<file path="src/dbg_cmd_pkg.sv">
// shared constants and types of the debug memory command unit
package dbg_cmd_pkg;
    localparam logic [7:0] OP_PM_RD = 8'h0B;
    localparam logic [7:0] OP_DM_WR = 8'h0C;
    localparam logic [7:0] OP_DM_RD = 8'h0D;
    localparam logic [7:0] OP_CRC = 8'h0E;
    localparam logic [7:0] OP_STEP = 8'h10;
    localparam logic [7:0] BLANK_BYTE = 8'hFF;
    localparam logic [15:0] BLANK_CRC = 16'hFFFF;
    localparam logic [15:0] CRC_POLY = 16'h1021;
    localparam logic [15:0] CRC_INIT = 16'hFFFF;
    localparam logic [16:0] FULL_SIZE = 17'h1_0000;
    localparam logic [1:0] BUF_DEPTH = 2'h2;

    typedef enum logic [3:0] {
        S_IDLE = 4'b0000,
        S_AH = 4'b0001,
        S_AL = 4'b0010,
        S_SH = 4'b0011,
        S_SL = 4'b0100,
        S_WR = 4'b0101,
        S_RD = 4'b0110,
        S_CRC = 4'b0111,
        S_CHI = 4'b1000,
        S_CLO = 4'b1001
    } state_t;
endpackage

</file>
<file path="src/debug_memory_command_unit.sv">
// command handler of the on-chip debug unit for memory, crc and step commands
`timescale 1ns/100ps
module debug_memory_command_unit #(
    parameter int PMEM_BYTES = 512
) (
    input wire logic sys_clk,
    input wire logic rst_n,
    input wire logic debug_mode,
    input wire logic read_protect,
    input wire logic rx_valid,
    input wire logic [7:0] rx_data,
    output logic tx_valid,
    output logic [7:0] tx_data,
    input wire logic tx_ready,
    output logic pm_rd,
    output logic [15:0] mem_addr,
    input wire logic [7:0] pm_rdata,
    output logic dm_rd,
    input wire logic [7:0] dm_rdata,
    output logic dm_we,
    output logic [7:0] dm_wdata,
    output logic cpu_step,
    output logic busy
);
    typedef struct packed {
        dbg_cmd_pkg::state_t st;
        logic [7:0] op;
        logic [15:0] addr;
        logic [16:0] cnt;
        logic [15:0] crc;
        logic rd_pend;
        logic [1:0][7:0] bq;
        logic [1:0] bn;
        logic pm_rd;
        logic dm_rd;
        logic dm_we;
        logic [15:0] maddr;
        logic [7:0] wdata;
        logic step;
    } unit_t;

    localparam logic [16:0] PM_CNT = 17'(PMEM_BYTES);

    unit_t q;
    unit_t d;
    logic open_ok;
    logic pop;
    logic push;
    logic [7:0] pdat;
    logic quiet;

    function automatic logic [15:0] crc_upd(input logic [15:0] c, input logic [7:0] b);
        logic [15:0] r;
        r = c;
        for (int i = 7; i >= 0; i--) begin
            if (r[15] ^ b[i]) begin
                r = {r[14:0], 1'b0} ^ dbg_cmd_pkg::CRC_POLY;
            end else begin
                r = {r[14:0], 1'b0};
            end
        end
        return r;
    endfunction

    assign open_ok = debug_mode && !read_protect;

    always_comb begin
        d = q;
        d.pm_rd = 1'b0;
        d.dm_rd = 1'b0;
        d.dm_we = 1'b0;
        d.step = 1'b0;
        d.rd_pend = q.pm_rd || q.dm_rd;
        quiet = !q.pm_rd && !q.dm_rd && !q.rd_pend;
        push = 1'b0;
        pdat = dbg_cmd_pkg::BLANK_BYTE;
        // returned memory byte goes back to the host
        if (q.rd_pend && q.st == dbg_cmd_pkg::S_RD) begin
            push = 1'b1;
            pdat = (q.op == dbg_cmd_pkg::OP_PM_RD) ? pm_rdata : dm_rdata;
        end
        if (q.rd_pend && q.st == dbg_cmd_pkg::S_CRC) begin
            d.crc = crc_upd(q.crc, pm_rdata);
        end
        case (q.st)
            dbg_cmd_pkg::S_IDLE: begin
                if (rx_valid) begin
                    d.op = rx_data;
                    if (rx_data == dbg_cmd_pkg::OP_PM_RD || rx_data == dbg_cmd_pkg::OP_DM_WR ||
                        rx_data == dbg_cmd_pkg::OP_DM_RD) begin
                        d.st = dbg_cmd_pkg::S_AH;
                    end else if (rx_data == dbg_cmd_pkg::OP_CRC) begin
                        d.addr = 16'h0000;
                        d.cnt = PM_CNT;
                        d.crc = debug_mode ? dbg_cmd_pkg::CRC_INIT : dbg_cmd_pkg::BLANK_CRC;
                        d.st = debug_mode ? dbg_cmd_pkg::S_CRC : dbg_cmd_pkg::S_CHI;
                    end else if (rx_data == dbg_cmd_pkg::OP_STEP) begin
                        d.step = open_ok;
                    end
                end
            end
            dbg_cmd_pkg::S_AH: begin
                if (rx_valid) begin
                    d.addr[15:8] = rx_data;
                    d.st = dbg_cmd_pkg::S_AL;
                end
            end
            dbg_cmd_pkg::S_AL: begin
                if (rx_valid) begin
                    d.addr[7:0] = rx_data;
                    d.st = dbg_cmd_pkg::S_SH;
                end
            end
            dbg_cmd_pkg::S_SH: begin
                if (rx_valid) begin
                    d.cnt = {9'h000, rx_data};
                    d.st = dbg_cmd_pkg::S_SL;
                end
            end
            dbg_cmd_pkg::S_SL: begin
                if (rx_valid) begin
                    // size zero stands for the full 64k transfer
                    if (q.cnt[7:0] == 8'h00 && rx_data == 8'h00) begin
                        d.cnt = dbg_cmd_pkg::FULL_SIZE;
                    end else begin
                        d.cnt = {1'b0, q.cnt[7:0], rx_data};
                    end
                    d.st = (q.op == dbg_cmd_pkg::OP_DM_WR) ? dbg_cmd_pkg::S_WR : dbg_cmd_pkg::S_RD;
                end
            end
            dbg_cmd_pkg::S_WR: begin
                if (rx_valid) begin
                    d.dm_we = open_ok;
                    d.maddr = q.addr;
                    d.wdata = rx_data;
                    d.addr = q.addr + 16'h0001;
                    d.cnt = q.cnt - 17'h0_0001;
                    if (q.cnt == 17'h0_0001) begin
                        d.st = dbg_cmd_pkg::S_IDLE;
                    end
                end
            end
            dbg_cmd_pkg::S_RD: begin
                if (q.cnt == 17'h0_0000) begin
                    if (quiet) begin
                        d.st = dbg_cmd_pkg::S_IDLE;
                    end
                end else if (quiet && q.bn < dbg_cmd_pkg::BUF_DEPTH) begin
                    d.cnt = q.cnt - 17'h0_0001;
                    d.maddr = q.addr;
                    d.addr = q.addr + 16'h0001;
                    if (q.op == dbg_cmd_pkg::OP_PM_RD) begin
                        d.pm_rd = open_ok;
                        push = !open_ok;
                    end else begin
                        d.dm_rd = debug_mode;
                        push = !debug_mode;
                    end
                end
            end
            dbg_cmd_pkg::S_CRC: begin
                // one program byte fetched per clock while scanning
                if (q.cnt != 17'h0_0000) begin
                    d.pm_rd = 1'b1;
                    d.maddr = q.addr;
                    d.addr = q.addr + 16'h0001;
                    d.cnt = q.cnt - 17'h0_0001;
                end else if (quiet) begin
                    d.st = dbg_cmd_pkg::S_CHI;
                end
            end
            dbg_cmd_pkg::S_CHI: begin
                if (q.bn < dbg_cmd_pkg::BUF_DEPTH) begin
                    push = 1'b1;
                    pdat = q.crc[15:8];
                    d.st = dbg_cmd_pkg::S_CLO;
                end
            end
            dbg_cmd_pkg::S_CLO: begin
                if (q.bn < dbg_cmd_pkg::BUF_DEPTH) begin
                    push = 1'b1;
                    pdat = q.crc[7:0];
                    d.st = dbg_cmd_pkg::S_IDLE;
                end
            end
            default: begin
                d.st = dbg_cmd_pkg::S_IDLE;
            end
        endcase
        // two-entry return buffer toward the serial side
        pop = (q.bn != 2'h0) && tx_ready;
        if (pop) begin
            d.bq[0] = q.bq[1];
            d.bn = q.bn - 2'h1;
        end
        if (push) begin
            d.bq[d.bn[0]] = pdat;
            d.bn = d.bn + 2'h1;
        end
    end

    always_ff @(posedge sys_clk or negedge rst_n) begin
        if (!rst_n) begin
            q <= '{st: dbg_cmd_pkg::S_IDLE, default: '0};
        end else begin
            q <= d;
        end
    end

    assign tx_valid = q.bn != 2'h0;
    assign tx_data = q.bq[0];
    assign pm_rd = q.pm_rd;
    assign dm_rd = q.dm_rd;
    assign dm_we = q.dm_we;
    assign mem_addr = q.maddr;
    assign dm_wdata = q.wdata;
    assign cpu_step = q.step;
    assign busy = q.st != dbg_cmd_pkg::S_IDLE;

    // checks
    a_step_gated: assert property (@(posedge sys_clk) disable iff (!rst_n)
        cpu_step |-> $past(open_ok) && $past(rx_valid) && $past(rx_data) == dbg_cmd_pkg::OP_STEP)
        else $error("step issued while gated");
    a_step_single: assert property (@(posedge sys_clk) disable iff (!rst_n)
        (cpu_step && !(rx_valid && rx_data == dbg_cmd_pkg::OP_STEP)) |=> !cpu_step)
        else $error("step longer than one cycle");
    a_rd_gap: assert property (@(posedge sys_clk) disable iff (!rst_n)
        ((pm_rd || dm_rd) && q.st == dbg_cmd_pkg::S_RD) |=> !pm_rd && !dm_rd)
        else $error("two memory reads in flight");
    a_buf_bound: assert property (@(posedge sys_clk) disable iff (!rst_n)
        q.bn <= dbg_cmd_pkg::BUF_DEPTH)
        else $error("return buffer overflow");
    a_cnt_bound: assert property (@(posedge sys_clk) disable iff (!rst_n)
        q.cnt <= dbg_cmd_pkg::FULL_SIZE)
        else $error("byte count above 65536");
    a_idle_quiet: assert property (@(posedge sys_clk) disable iff (!rst_n)
        !busy |-> !pm_rd && !dm_rd)
        else $error("memory read strobe while idle");
    a_wr_addr_step: assert property (@(posedge sys_clk) disable iff (!rst_n)
        dm_we |-> q.addr == mem_addr + 16'h0001)
        else $error("write address did not advance");
    a_pm_blank: assert property (@(posedge sys_clk) disable iff (!rst_n)
        (q.st == dbg_cmd_pkg::S_RD && q.op == dbg_cmd_pkg::OP_PM_RD && q.cnt != 17'h0_0000
        && quiet && q.bn < dbg_cmd_pkg::BUF_DEPTH && !open_ok)
        |=> !pm_rd && tx_valid && ($past(tx_valid) || tx_data == dbg_cmd_pkg::BLANK_BYTE))
        else $error("gated program read not blanked");
    a_dm_blank: assert property (@(posedge sys_clk) disable iff (!rst_n)
        (q.st == dbg_cmd_pkg::S_RD && q.op == dbg_cmd_pkg::OP_DM_RD && q.cnt != 17'h0_0000
        && quiet && q.bn < dbg_cmd_pkg::BUF_DEPTH && !debug_mode)
        |=> !dm_rd && tx_valid && ($past(tx_valid) || tx_data == dbg_cmd_pkg::BLANK_BYTE))
        else $error("gated data read not blanked");
    a_write_discard: assert property (@(posedge sys_clk) disable iff (!rst_n)
        dm_we |-> $past(open_ok) && $past(rx_valid))
        else $error("data write while gated");
    a_write_data: assert property (@(posedge sys_clk) disable iff (!rst_n)
        (q.st == dbg_cmd_pkg::S_WR && rx_valid && open_ok) |=> dm_we && dm_wdata == $past(rx_data))
        else $error("payload byte not written");
    a_size_zero: assert property (@(posedge sys_clk) disable iff (!rst_n)
        (q.st == dbg_cmd_pkg::S_SL && rx_valid && rx_data == 8'h00 && q.cnt[7:0] == 8'h00)
        |=> q.cnt == dbg_cmd_pkg::FULL_SIZE)
        else $error("size zero not taken as 65536");
    a_pm_gated: assert property (@(posedge sys_clk) disable iff (!rst_n)
        (q.st == dbg_cmd_pkg::S_RD && q.op == dbg_cmd_pkg::OP_PM_RD) ##1 pm_rd |-> $past(open_ok))
        else $error("program read while gated");
    a_dm_gated: assert property (@(posedge sys_clk) disable iff (!rst_n)
        dm_rd |-> $past(debug_mode))
        else $error("data read outside debug mode");
    a_crc_blank: assert property (@(posedge sys_clk) disable iff (!rst_n)
        (q.st == dbg_cmd_pkg::S_IDLE && rx_valid && rx_data == dbg_cmd_pkg::OP_CRC && !debug_mode)
        |=> q.st == dbg_cmd_pkg::S_CHI && q.crc == dbg_cmd_pkg::BLANK_CRC)
        else $error("crc not blanked");
    a_crc_delay: assert property (@(posedge sys_clk) disable iff (!rst_n)
        (q.st == dbg_cmd_pkg::S_IDLE && rx_valid && rx_data == dbg_cmd_pkg::OP_CRC && debug_mode)
        |=> q.st == dbg_cmd_pkg::S_CRC ##[1:1000] q.st == dbg_cmd_pkg::S_CHI)
        else $error("crc scan did not finish");
    a_crc_order: assert property (@(posedge sys_clk) disable iff (!rst_n)
        (q.st == dbg_cmd_pkg::S_CHI && q.bn < dbg_cmd_pkg::BUF_DEPTH) |=> q.st == dbg_cmd_pkg::S_CLO)
        else $error("crc bytes out of order");
    a_tx_hold: assert property (@(posedge sys_clk) disable iff (!rst_n)
        (tx_valid && !tx_ready) |=> tx_valid && $stable(tx_data))
        else $error("return byte lost under stall");
    c_step: cover property (@(posedge sys_clk) disable iff (!rst_n) cpu_step);
    c_write: cover property (@(posedge sys_clk) disable iff (!rst_n) dm_we ##1 dm_we);
    c_read_full: cover property (@(posedge sys_clk) disable iff (!rst_n)
        tx_valid && !tx_ready && q.bn == 2'h2);
    c_crc_done: cover property (@(posedge sys_clk) disable iff (!rst_n)
        q.st == dbg_cmd_pkg::S_CLO ##1 q.st == dbg_cmd_pkg::S_IDLE);
    c_gated_read: cover property (@(posedge sys_clk) disable iff (!rst_n)
        q.st == dbg_cmd_pkg::S_RD && !open_ok && tx_valid);
endmodule

</file>
<file path="config.mk">
export PLATFORM = sky130hd
export DESIGN_NAME = debug_memory_command_unit
export DESIGN_NICKNAME = d
export VERILOG_FILES = /design/src/dbg_cmd_pkg.sv /design/src/debug_memory_command_unit.sv
export SDC_FILE = /design/constraint.sdc
export NUM_CORES = 1
export LEC_CHECK = 0
export BUFFER_PORTS_ARGS = -buffer_cell sky130_fd_sc_hd__buf_4
export CORE_ASPECT_RATIO = 0.75
export CORE_UTILIZATION = 25
export CTS_CLUSTER_SIZE = 30
export DETAILED_ROUTE_END_ITERATION = 6
export PLACE_DENSITY_LB_ADDON = 0.08
export REMOVE_ABC_BUFFERS = 1
export SLEW_MARGIN = 20
export SYNTH_ARGS = -nofsm -noshare
export SYNTH_HDL_FRONTEND = slang
export SYNTH_SLANG_ARGS = --single-unit
</file>
<file path="constraint.sdc">
create_clock -name sys_clk -period 2.67 [get_ports sys_clk]
set_clock_uncertainty 0.05 [all_clocks]
set_input_delay 0.4005 -clock sys_clk [delete_from_list [all_inputs] [get_ports sys_clk]]
set_output_delay 0.4005 -clock sys_clk [all_outputs]
set_load 0.05 [all_outputs]
</file>
# After elaboration in Yosys (flattened, before gate mapping)
# Cells that the tools add are included.
dict set report classes {
  muxes 82
  reduce_logical 37
  n_lt_le_gt_ge 3
  eq_ne 36
  n_bitwise 16
  addsub 4
}
# op count
set ops {}
lappend ops {{16-bit two-way mux} 12}
lappend ops {{33-bit two-way mux} 4}
lappend ops {{13-bit two-way mux} 8}
lappend ops {{17-bit case mux with 6 select lines} 1}
lappend ops {{49-bit two-way mux} 2}
lappend ops {{8-bit case mux with 5 select lines} 2}
lappend ops {{61-bit two-way mux} 1}
lappend ops {{4-bit two-way mux} 15}
lappend ops {{17-bit two-way mux} 3}
lappend ops {{8-bit by 4-bit == test with 1-bit output, second input constant} 6}
lappend ops {{8-bit two-way mux} 6}
lappend ops {{16-bit case mux with 3 select lines} 1}
lappend ops {{4-bit case mux with 10 select lines} 1}
lappend ops {{2-bit inequality test, second input constant} 15}
lappend ops {{25-bit two-way mux} 1}
lappend ops {{3-bit NOT} 8}
lappend ops {{10-bit two-way mux} 2}
lappend ops {{9-bit AND reduction} 2}
lappend ops {{17-bit by 1-bit == test with 1-bit output, second input constant} 1}
lappend ops {{17-bit logical NOT} 1}
lappend ops {{17-bit nonzero test} 1}
lappend ops {{17-bit by 1-bit subtractor with 17-bit output, second input constant} 1}
lappend ops {{16-bit by 1-bit adder with 16-bit output, second input constant} 1}
lappend ops {{16-bit bitwise mux} 1}
lappend ops {{33 further kinds} 82}
dict set report totals {
  reg_bits 108
  inputBits 30
  out_inout_bits 38
}

# Longest topological paths before layout
# Gate-level depths: netlist of the first run.
dict set report depth {
  ltp_word 28
  ltp_mapped 10
  mapped_depth_nobuf 7
}

# Worst setup path before layout of the first run
# OpenSTA, ideal clock, no wires.
dict set report synth_timing {
  path_type {register to register}
  start {reg q[101] (netlist name)}
  end {reg q[38] (netlist name)}
  setup_time_ns 0.125
  t_arrival_ns 2.510
  period_less_slack_ns 2.685
  stages_incl_launch_ff 10
  required_time_ns 2.495
  setup_slack_ns -0.015
  path_buffers 2
  path_cell_list {dfrtp_1 or4_1 buf_2 or3_1 a32oi_4 nand2_1 inv_1 ha_1 buf_1 mux2_2}
}
dict set report synth_via {
  elab_chain_cells 6
  word_cells_on_any_way 11
  cone_classes {eq/ne (1); mux (10)}
}
# element line
set synth_rtl {}
lappend synth_rtl {{from (decl)} debug_memory_command_unit.sv:44} ;# unit_t q;
lappend synth_rtl {{from (signal assigned)} debug_memory_command_unit.sv:204} ;# q <= '{st: dbg_cmd_pkg::S_IDLE, default: '0};
lappend synth_rtl {{from (signal assigned)} debug_memory_command_unit.sv:206} ;# q <= d;
lappend synth_rtl {{8-bit by 4-bit == test with 1-bit output *} {debug_memory_command_unit.sv:80, debug_memory_command_unit.sv:152}}
lappend synth_rtl {{8-bit two-way mux} debug_memory_command_unit.sv:80} ;# pdat = (q.op == dbg_cmd_pkg::OP_PM_RD) ? pm_rdata : dm_rdata;
lappend synth_rtl {{8-bit two-way mux} debug_memory_command_unit.sv:78} ;# if (q.rd_pend && q.st == dbg_cmd_pkg::S_RD) begin
lappend synth_rtl {{8-bit two-way mux (on tied branches)} {debug_memory_command_unit.sv:180, debug_memory_command_unit.sv:173}}
lappend synth_rtl {{8-bit case mux with 2 select lines} debug_memory_command_unit.sv:85} ;# case (q.st)
lappend synth_rtl {{16-bit bitwise mux} debug_memory_command_unit.sv:197} ;# d.bq[d.bn[0]] = pdat;
# Mark *: on every way between the ends. The rest lies on a longest branch, timed or not.
# A chain may end at the register's enable or synchronous reset.

# Worst setup path after layout of the first run
dict set report layout_timing {
  start {reg q[101] (netlist name)}
  end {reg q[104] (netlist name)}
}
dict set report layout_via {
  elab_chain_cells 4
}
# element line
set layout_rtl {}
lappend layout_rtl {{8-bit by 4-bit == test with 1-bit output} debug_memory_command_unit.sv:128} ;# d.st = (q.op == dbg_cmd_pkg::OP_DM_WR) ? dbg_cmd_pkg::S_WR : dbg_cmd_pkg::S_RD;
lappend layout_rtl {{2-bit two-way mux} debug_memory_command_unit.sv:128}
lappend layout_rtl {{4-bit two-way mux} debug_memory_command_unit.sv:121} ;# if (rx_valid) begin
lappend layout_rtl {{4-bit case mux with 10 select lines} debug_memory_command_unit.sv:85}
# Every way passes these cells. The select of a mux whose other input is x is not followed.

==> insert_results.sql, run 1 <==
INSERT INTO impl_metrics (metric_group, metric, value, unit) VALUES
('status', 'outcome', 'completed', ''),
('grt', 'grt_antenna_before_repair', '0', ''),
('floorplan', 'dieArea', '0.0274', 'mm^2'),
('worst_setup_path', 'timing.critical_path.fanout_max', '3', ''),
('worst_setup_path', 'critical_path.top_delay_family', 'simple AND/OR/NAND/NOR gates', ''),
('route', 'postRouteWirelength', '21.5', 'mm'),
('power', 'irDropWorstVdd', '0.485', 'mV'),
('placement', 'dpl.cell_count', '1044', ''),
('cts', 'max-clock-path-buffers', '2', ''),
('cts', 'tritoncts', 'yes', ''),
('timing', 'max_slew.worst_pin.slew', '0.680', 'ns'),
('yosys', 'postSynth.asyncResetShare', '100', '%'),
('floorplan', 'core.rowCount', '51', ''),
('placement', 'post-dp-hpwl', '15.7', 'mm'),
('worst_hold_path', 'hp-start', 'read_protect', ''),
('power', 'power_frac_seq', '29.7', '%'),
('route', 'avgRoutedWirePerCell', '20.3', 'um'),
('cts', 'cts_num_sinks', '108', ''),
('worst_hold_path', 'hold-path-cell-count', '2', ''),
('cts', 'clk_pin_slew', '0.08', 'ns'),
('worst_hold_path', 'hp-class', 'input port to register', ''),
('floorplan', 'die_y', '144', 'um'),
('floorplan', 'fp.coreArea', '0.0261', 'mm^2'),
('worst_setup_path', 'worstSetupEndpointType', 'register', ''),
('worst_setup_path', 'cp_slowest_stage_delay', '0.54', 'ns'),
('yosys', 'yosysTopAreaCell', 'dfrtp_1', ''),
('cts', 'cts_buffers', '9', ''),
('layout', 'utilization_of_the_core_after_routing', '30.0', '%'),
('timing', 'timing_max_transition_violations_final', '0', ''),
('cts', 'ctsRootBufferMaster', 'clkbuf_16', ''),
('power', 'power.internal', '5020', 'uW'),
('layout', 'finish.instance_area', '0.00783', 'mm^2'),
('yosys', 'synth.most_common_cell', 'dfrtp_1', ''),
('power', 'netSwitchingFraction', '47.6', '%'),
('power', 'combinationalPowerShare', '56.3', '%'),
('yosys', 'ys_seq_elements', '108', ''),
('layout', 'antenna_diode_count', '0', ''),
('worst_setup_path', 'reg2reg_from', 'q[101]', ''),
('layout', 'num-nets-final', '748', ''),
('route', 'drt_drc_violations_left', '0', ''),
('timing', 'grt_setup_unrepaired', 'false', ''),
('yosys', 'synth.avg_cell_area', '10.1', 'um^2'),
('timing', 'timing_hold_violations_final', '0', ''),
('route', 'drt-initial-drc-count', '420', ''),
('yosys', 'synth_enable_flop_cells', '0', ''),
('floorplan', 'start_util', '25.7', '%'),
('placement', 'placed_area', '0.00752', 'mm^2'),
('power', 'p_leak', '0.00332', 'uW'),
('route', 'postRouteAntennaNets', '0', ''),
('yosys', 'synth_ff_type', 'dfrtp_1', ''),
('worst_setup_path', 'timing.rr.end', 'q[104]', ''),
('timing', 'worst_slack', '0.144', 'ns'),
('route', 'vias_per_cell', '5.27', ''),
('floorplan', 'ioPinCount', '68', ''),
('layout', 'drive_above_1_share', '27.1', '%'),
('route', 'via_count', '5587', ''),
('yosys', 'ys.warnings.count', '0', ''),
('yosys', 'post_synth_most_frequent_cells', '108 x dfrtp_1, 44 x nand2_1, 37 x buf_4', ''),
('layout', 'instances_no_fill', '1061', ''),
('grt', 'grt_remaining_overflow', '0', ''),
('yosys', 'synthesis.instances', '663', ''),
('worst_setup_path', 'setup.worst_path.start_class', 'register', ''),
('worst_setup_path', 'series_of_cell_instances_along_the_critical_path', 'or4_1 > buf_4 > or4_4 > o21a_1 > o32ai_1 > mux2_2', ''),
('yosys', 'yosys-top-cells-area', 'dfrtp_1 40%, mux2_2 5.6%, buf_4 4.1%, mux2i_1 4.0%, mux2_4 2.7%', ''),
('worst_setup_path', 'required_time_at_the_worst_slack_endpoint', '2.91', 'ns'),
('worst_setup_path', 'setup.worst_path.class', 'register to register', ''),
('yosys', 'yosys.cell_types.count', '75', ''),
('placement', 'final_replace_weighted_congestion', '0.798', ''),
('timing', 'final-setup-viol-count', '0', ''),
('floorplan', 'fp.dieW', '191', 'um'),
('worst_setup_path', 'r2r_cells', '6', '');
==> flip-flops by register name, indices dropped and copies added (netlist names) <==
register	flops
dm_we	1
mem_addr	16
dm_rd	1
pm_rd	1
tx_data	8
cpu_step	1
q	72
dm_wdata	8
==> placed cells by master, fill, tap and decap left out, drive strengths merged, types with 12 or more instances in the layout <==
master,count
clkbuf,12
inv,18
a22oi,14
xnor2,17
nor3,20
nand2,44
o21ai,28
nor2,32
o41ai,20
buf,112
mux2,45
a21oi,25
o211ai,18
mux2i,27
dfrtp,108
==> power groups by stage <==
| stage | clock network (uW) | registers [uW] | logic [uW] |
|---|---|---|---|
| floorplan | 0 | 3560 | 2680 |
| global placement | 0 | 2860 | 5340 |
| detailed placement | 0 | 2870 | 5330 |
| CTS | 1390 | 2850 | 5370 |
| global route | 1460 | 2950 | 5810 |
| finish | 1340 | 2850 | 5400 |
==> cells by family after synthesis <==
family,Yosys count,synth area share [%]
buf+inv,92,8.20
fa+ha+maj,6,1.12
xor+xnor,25,3.27
simple gates,181,15.0
flops,108,40.4
mux,72,12.3
compound gates,179,19.7
==> per-stage QoR <==
stage	power (uW)	hold WS [ns]	TNS, ns
floorplan	6230	0.0549	-0.0578
global placement	8200	0.327	0
detailed placement	8200	0.331	-0.0559
CTS	9610	0.140	0
global route	10200	0.143	0
finish	9590	0.157	0
==> area by class of cell <==
class,count,area [um^2]
Clock inverter,4,33.8
Clock buffer,12,246
Timing Repair Buffer,113,888
Sequential cell,108,2700
Inverter,17,63.8
Tap cell,344,430
Multi-Input combinational cell,463,3460
Fill cell,2700,18300
==> how the worst max path moves through the flow <==
stage               depth (start not counted)   start      to
floorplan                                   5   q[71]   q[80]
CTS                                         7  q[101]   q[42]
global route                                6   q[72]   q[86]
finish                                      6  q[101]  q[104]
global placement                            7  q[101]   q[39]
detailed placement                          7  q[101]   q[42]
==> per-layer routing <==
layer,GRT usage [%],wire length (um)
met2,22.0,8600
met3,3.30,1040
met5,0,0
met1,25.2,11600
met4,3.83,244
==> repair_timing <==
item,in CTS,in global routing
hold endpoints to repair,26,0
gates resized for setup,1,2
setup buffers,0,0
hold buffers,1,0
setup endpoints to repair,8,12
Note: power is estimated with default switching activity, not from simulation.
==> inputs of run 2 (changes only) <==
--- a/config.mk
+++ b/config.mk
@@ -8,6 +8,7 @@
 export BUFFER_PORTS_ARGS = -buffer_cell sky130_fd_sc_hd__buf_4
 export CORE_ASPECT_RATIO = 0.75
 export CORE_UTILIZATION = 25
+export CTS_BUF_LIST = sky130_fd_sc_hd__clkbuf_4 sky130_fd_sc_hd__clkbuf_8
 export CTS_CLUSTER_SIZE = 30
 export DETAILED_ROUTE_END_ITERATION = 6
 export PLACE_DENSITY_LB_ADDON = 0.08
==> run 2 against run 1 <==
Net effect:
- non-clock buffer count unchanged
- first-iteration DRC count up 10%
- final area down 1.2%
- wire length down 0.59%
- sequential cell count unchanged
- sequential share of layout area up 0.42 points
- die area unchanged
- fmax down 0.14%
- highest routed layer unchanged
==> insert_results.sql, run 2 (synthesis results as in run 1) <==
INSERT INTO impl_metrics (metric_group, metric, value, unit) VALUES
('job', 'max_cap_viol_count', '0', ''),
('cts', 'clk_pin_slew', '0.11', 'ns'),
('cts', 'cts_num_sinks', '108', ''),
('worst_hold_path', 'hp-class', 'input port to register', ''),
('route', 'drtPass1Iterations', '7', ''),
('power', 'irDropWorstVdd', '0.483', 'mV'),
('timing', 'hold_ws', '0.114', 'ns'),
('layout', 'largest_register_ff_count', '72', ''),
('timing', 'timing.final.crit_share', '94.7', '%'),
('worst_setup_path', 'setup.worst_path.class', 'register to register', ''),
('placement', 'final_replace_weighted_congestion', '0.798', ''),
('cts', 'clock_insertion_delay_worst_skew', '0.40', 'ns'),
('worst_setup_path', 'required_time_at_the_worst_slack_endpoint', '2.90', 'ns'),
('cts', 'ctsRootBufferMaster', 'clkbuf_8', ''),
('timing', 'layout_min_cycle_time', '2.53', 'ns'),
('status', 'outcome', 'completed', ''),
('layout', 'utilization_of_the_core_after_routing', '29.6', '%'),
('layout', 'area.growth.synth_to_final', '15.5', '%'),
('cts', 'cts_buffers', '9', ''),
('route', 'avgRoutedWirePerCell', '20.2', 'um'),
('timing', 'maxSlewHeadroom', '54.0', '%'),
('layout', 'registers.top_by_ff_count', 'q', ''),
('floorplan', 'core.rowCount', '51', ''),
('cts', 'cts.repair_timing.setup_buffer_count', '0', ''),
('grt', 'first_global_vias', '5496', ''),
('grt', 'grt_start_max_net_pins', '55', ''),
('route', 'vias_per_cell', '5.23', ''),
('cts', 'max-clock-path-buffers', '2', ''),
('timing', 'final-setup-viol-count', '0', ''),
('floorplan', 'start_util', '25.7', '%'),
('grt', 'grt_pass1_wl', '33.5', 'mm'),
('route', 'drt-initial-drc-count', '462', ''),
('worst_setup_path', 'timing.critical_path.arrival', '2.76', 'ns'),
('layout', 'most-common-layout-cells', '109 x buf_4, 108 x dfrtp_1, 44 x nand2_1, 33 x mux2_2, 31 x nor2_1', ''),
('floorplan', 'die_y', '144', 'um'),
('route', 'via_count', '5550', ''),
('floorplan', 'dieArea', '0.0274', 'mm^2'),
('placement', 'place.port_buffers', '67', ''),
('cts', 'tritoncts', 'yes', ''),
('cts', 'h-tree-depth', '3', ''),
('layout', 'num-nets-final', '748', ''),
('grt', 'grt_antenna_before_repair', '0', ''),
('power', 'cellPowerDensity', '1190', 'mW/mm^2'),
('timing', 'maximum_frequency_from_static_timing_analysis', '395', 'MHz'),
('floorplan', 'fp.coreArea', '0.0261', 'mm^2'),
('timing', 'timing_hold_violations_final', '0', ''),
('timing', 'max_slew.worst_pin.slew', '0.686', 'ns'),
('grt', 'globalRouteTotalUtil', '16.2', '%'),
('layout', 'drive_above_1_share', '27.3', '%'),
('placement', 'post-dp-hpwl', '15.7', 'mm'),
('layout', 'layout_commonest_cell', 'buf_4', ''),
('floorplan', 'fp.dieW', '191', 'um'),
('timing', 'grt_setup_unrepaired', 'false', ''),
('route', 'postRouteWirelength', '21.4', 'mm'),
('power', 'p_leak', '0.00328', 'uW'),
('worst_setup_path', 'worstSetupEndpointType', 'register', ''),
('route', 'drt_drc_violations_left', '0', ''),
('timing', 'timing_max_transition_violations_final', '0', ''),
('floorplan', 'ioPinCount', '68', ''),
('grt', 'grt_remaining_overflow', '0', ''),
('route', 'postRouteAntennaNets', '0', ''),
('worst_setup_path', 'setup.worst_path.start_class', 'register', ''),
('worst_setup_path', 'timing.critical_path.fanout_max', '8', ''),
('layout', 'antenna_diode_count', '0', '');
[run 2: where the power goes]
part / switching [uW] / internal, uW
registers: 578 / 2270
logic: 3290 / 2080
clock network: 629 / 396
total: 4500 / 4740
[run 2: per-stage QoR]
step                instance area (um^2)  instances  setup WS [ns]  TNS (ns)  power [uW]
floorplan                           6210        588        -0.0289   -0.0578        6230
global placement                    7520       1044         0.0367         0        8200
detailed placement                  7520       1044        -0.0174   -0.0559        8200
global route                        7740       1061         0.0134         0        9900
finish                              7740       1061          0.140         0        9240
CTS                                 7720       1061         0.0662         0        9290
[run 2: final cells by class]
cell class                 instances  area, um^2
inverter                          17        63.8
multi-input combinational        463        3460
sequential                       108        2700
clock buffer                      12         153
tap                              344         430
fill                            2716       18400
clock inverter                     4        33.8
timing repair buffer             113         888
[run 2: path summary, 6_finish.rpt]
kind / startpoint / end / slack [ns] / cells after the start
hold / removal: read_protect / dm_we / 0.11 / 2
max in group asynchronous: rst_n / mem_addr[13] / 1.35 / 3
setup / recovery: q[101] / q[42] / 0.14 / 7
min in group asynchronous: rst_n / q[91] / 0.43 / 2
hold reg to reg: q[78] / q[78] / 0.46 / 1
setup reg to reg: q[101] / q[42] / 0.14 / 7
[run 2: critical path, stage by stage, from the launching register on]
cell and delay [ns]:
dfrtp_1 0.39, or4_1 0.54, or3_1 0.44, a32oi_4 0.21, nand2_1 0.10, inv_1 0.11, ha_4 0.22, mux2_2 0.35
[run 2: per-layer routing]
layer / track usage (%) / vias up / share of wire (%)
met5: 0 / - / 0
met4: 4.38 / 0 / 1.5
met3: 3.37 / 21 / 4.8
met2: 21.9 / 152 / 40
met1: 25.2 / 2804 / 54
li1: - / 2573 / -
[run 2: timing repair]
| item | 4_1_cts | 5_1_grt |
|---|---|---|
| resized for setup | 1 | 2 |
| endpoints found under the hold margin | 26 | 0 |
| endpoints found under the setup margin | 8 | 14 |
| hold buffers | 1 | 0 |
==> inputs of run 3 (changes only) <==
--- a/config.mk
+++ b/config.mk
@@ -12,8 +12,9 @@
 export CTS_CLUSTER_SIZE = 30
 export DETAILED_ROUTE_END_ITERATION = 6
 export PLACE_DENSITY_LB_ADDON = 0.08
+export RECOVER_POWER = 25
 export REMOVE_ABC_BUFFERS = 1
-export SLEW_MARGIN = 20
+export SLEW_MARGIN = 5
 export SYNTH_ARGS = -nofsm -noshare
 export SYNTH_HDL_FRONTEND = slang
 export SYNTH_SLANG_ARGS = --single-unit
==> run 3 against run 2 <==
Net effect:
- the flow now finishes with violations (design-rule violations)
- utilization shrank 0.057 points
- final cell count is the same
- sequential power is essentially flat
- final area shrank 0.19%
- largest cell class unchanged
- first-iteration DRC count grew 6.5%
- via count grew 0.40%
- wire length is essentially flat
- setup slack gained 0.00077 ns
- sequential cell count is the same
- critical path depth is the same
- die area is the same
- global-route usage is the same
==> insert_results.sql, run 3 (synthesis results as in run 1) <==
INSERT INTO impl_metrics (metric_group, metric, value, unit) VALUES
('worst_setup_path', 'setup.worst_path.start_class', 'register', ''),
('cts', 'cts_num_sinks', '108', ''),
('worst_hold_path', 'hold-path-cell-count', '2', ''),
('floorplan', 'fp.coreArea', '0.0261', 'mm^2'),
('layout', 'drive_above_1_share', '27.3', '%'),
('timing', 'grt_setup_unrepaired', 'false', ''),
('worst_setup_path', 'setup.worst_path.class', 'register to register', ''),
('route', 'vias_per_cell', '5.25', ''),
('worst_hold_path', 'hp-class', 'input port to register', ''),
('worst_setup_path', 'timing.rr.end', 'q[42]', ''),
('timing', 'timing_hold_violations_final', '0', ''),
('layout', 'largest_register_ff_count', '72', ''),
('layout', 'registers.top_by_ff_count', 'q', ''),
('timing', 'hold_ws', '0.112', 'ns'),
('timing', 'max_slew.worst_pin.slew', '1.42', 'ns'),
('placement', 'final_replace_weighted_congestion', '0.798', ''),
('worst_setup_path', 'timing.critical_path.fanout_max', '8', ''),
('route', 'drt-initial-drc-count', '492', ''),
('cts', 'max-clock-path-buffers', '2', ''),
('floorplan', 'start_util', '25.7', '%'),
('timing', 'maxSlewHeadroom', '5.04', '%'),
('layout', 'finish.instance_area', '0.00772', 'mm^2'),
('power', 'p_leak', '0.00328', 'uW'),
('worst_setup_path', 'reg2reg_setup_slack', '0.14', 'ns'),
('layout', 'utilization_of_the_core_after_routing', '29.6', '%'),
('worst_hold_path', 'min_to', 'dm_we', ''),
('placement', 'place.port_buffers', '67', ''),
('job', 'max_cap_viol_count', '0', ''),
('cts', 'clock_insertion_delay_worst_skew', '0.40', 'ns'),
('placement', 'placed_area', '0.00752', 'mm^2'),
('route', 'drt_drc_violations_left', '1', ''),
('placement', 'dpl.cell_count', '1044', ''),
('floorplan', 'core.rowCount', '51', ''),
('status', 'violations', 'design-rule violations', ''),
('route', 'avgRoutedWirePerCell', '20.2', 'um'),
('grt', 'grt_start_max_net_pins', '55', ''),
('cts', 'ctsRootBufferMaster', 'clkbuf_8', ''),
('cts', 'tritoncts', 'yes', ''),
('worst_setup_path', 'required_time_at_the_worst_slack_endpoint', '2.90', 'ns'),
('route', 'postRouteWirelength', '21.4', 'mm'),
('grt', 'grt_antenna_before_repair', '0', ''),
('floorplan', 'fp.dieW', '191', 'um'),
('route', 'via_count', '5572', ''),
('placement', 'post-dp-hpwl', '15.7', 'mm'),
('timing', 'layout_min_cycle_time', '2.53', 'ns'),
('timing', 'timing.final.crit_share', '94.7', '%'),
('placement', 'detailedPlace.worstSlack', '-0.0174', 'ns'),
('grt', 'first_global_vias', '5496', ''),
('layout', 'fillers', '2718', ''),
('cts', 'clk_pin_slew', '0.11', 'ns'),
('floorplan', 'die_y', '144', 'um'),
('grt', 'grt_pass1_wl', '33.5', 'mm'),
('worst_setup_path', 'reg2reg_from', 'q[101]', ''),
('cts', 'cts.repair_timing.setup_buffer_count', '0', ''),
('layout', 'num-nets-final', '748', ''),
('cts', 'cts_buffers', '9', ''),
('timing', 'final-setup-viol-count', '0', ''),
('timing', 'timing_max_transition_violations_final', '0', ''),
('worst_setup_path', 'r2r_cells', '7', ''),
('status', 'outcome', 'finished with violations', ''),
('layout', 'most-common-layout-cells', '109 x buf_4, 108 x dfrtp_1, 44 x nand2_1, 33 x mux2_2, 31 x nor2_1', ''),
('power', 'cellPowerDensity', '1200', 'mW/mm^2'),
('grt', 'globalRouteTotalUtil', '16.2', '%'),
('route', 'drtPass1Iterations', '7', ''),
('route', 'postRouteAntennaNets', '0', ''),
('grt', 'grt_remaining_overflow', '0', ''),
('floorplan', 'dieArea', '0.0274', 'mm^2'),
('layout', 'instances_no_fill', '1061', ''),
('worst_hold_path', 'hp-start', 'read_protect', ''),
('timing', 'worst_slack', '0.141', 'ns'),
('worst_setup_path', 'worstSetupEndpointType', 'register', ''),
('cts', 'h-tree-depth', '3', ''),
('layout', 'antenna_diode_count', '0', ''),
('floorplan', 'ioPinCount', '68', ''),
('worst_setup_path', 'timing.critical_path.arrival', '2.76', 'ns'),
('power', 'irDropWorstVdd', '0.483', 'mV'),
('timing', 'maximum_frequency_from_static_timing_analysis', '395', 'MHz'),
('layout', 'layout_commonest_cell', 'buf_4', ''),
('layout', 'area.growth.synth_to_final', '15.3', '%');
-- run 3: where the power goes --
| group | internal, uW | switching (uW) | leakage (uW) |
|---|---|---|---|
| Combinational | 2080 | 3300 | 0.00183 |
| Sequential | 2270 | 579 | 0.00135 |
| Clock | 396 | 632 | 0.0000993 |
| Total | 4740 | 4510 | 0.00328 |
-- run 3: metal layers --
layer / track usage, % / part of all wire, %
met1: 25.2 / 53
met2: 21.9 / 40
met3: 3.37 / 5.0
met4: 4.38 / 1.4
met5: 0 / 0
-- run 3: worst max-delay path, stage by stage (launching register included) --
cell and delay, ns:
dfrtp_1 0.39, or4_1 0.54, or3_1 0.44, a32oi_4 0.21, nand2_1 0.10, inv_1 0.11, ha_4 0.22, mux2_2 0.35
-- run 3: layout make-up --
cell class              instances  area, um^2  area share, %
well taps                     344         430           5.57
clock inverters                 4        33.8          0.438
inverters                      17        63.8          0.826
repair buffers                113         873           11.3
flip-flops and latches        108        2700           35.0
multi-input cells             463        3460           44.9
clock buffers                  12         153           1.98
-- run 3: metrics by stage --
step,TNS [ns],total power (uW)
after floorplan,-0.0578,6230
after global placement,0,8200
after detailed placement,-0.0559,8200
after CTS,0,9290
after global routing,0,9900
final,0,9250
-- run 3: worst max-delay path by stage --
stage	start	endpoint	cells after the start
after floorplan	q[71]	q[80]	5
after global placement	q[101]	q[39]	7
after detailed placement	q[101]	q[42]	7
after CTS	q[101]	q[42]	7
after global routing	q[72]	q[86]	6
final	q[101]	q[42]	7
-- run 3: what timing repair did --
item / in CTS / in global routing
gates resized for setup: 1 / 2
setup endpoints to repair: 8 / 14
hold buffers: 1 / 0
gates cloned: 0 / 0
hold endpoints to repair: 26 / 0
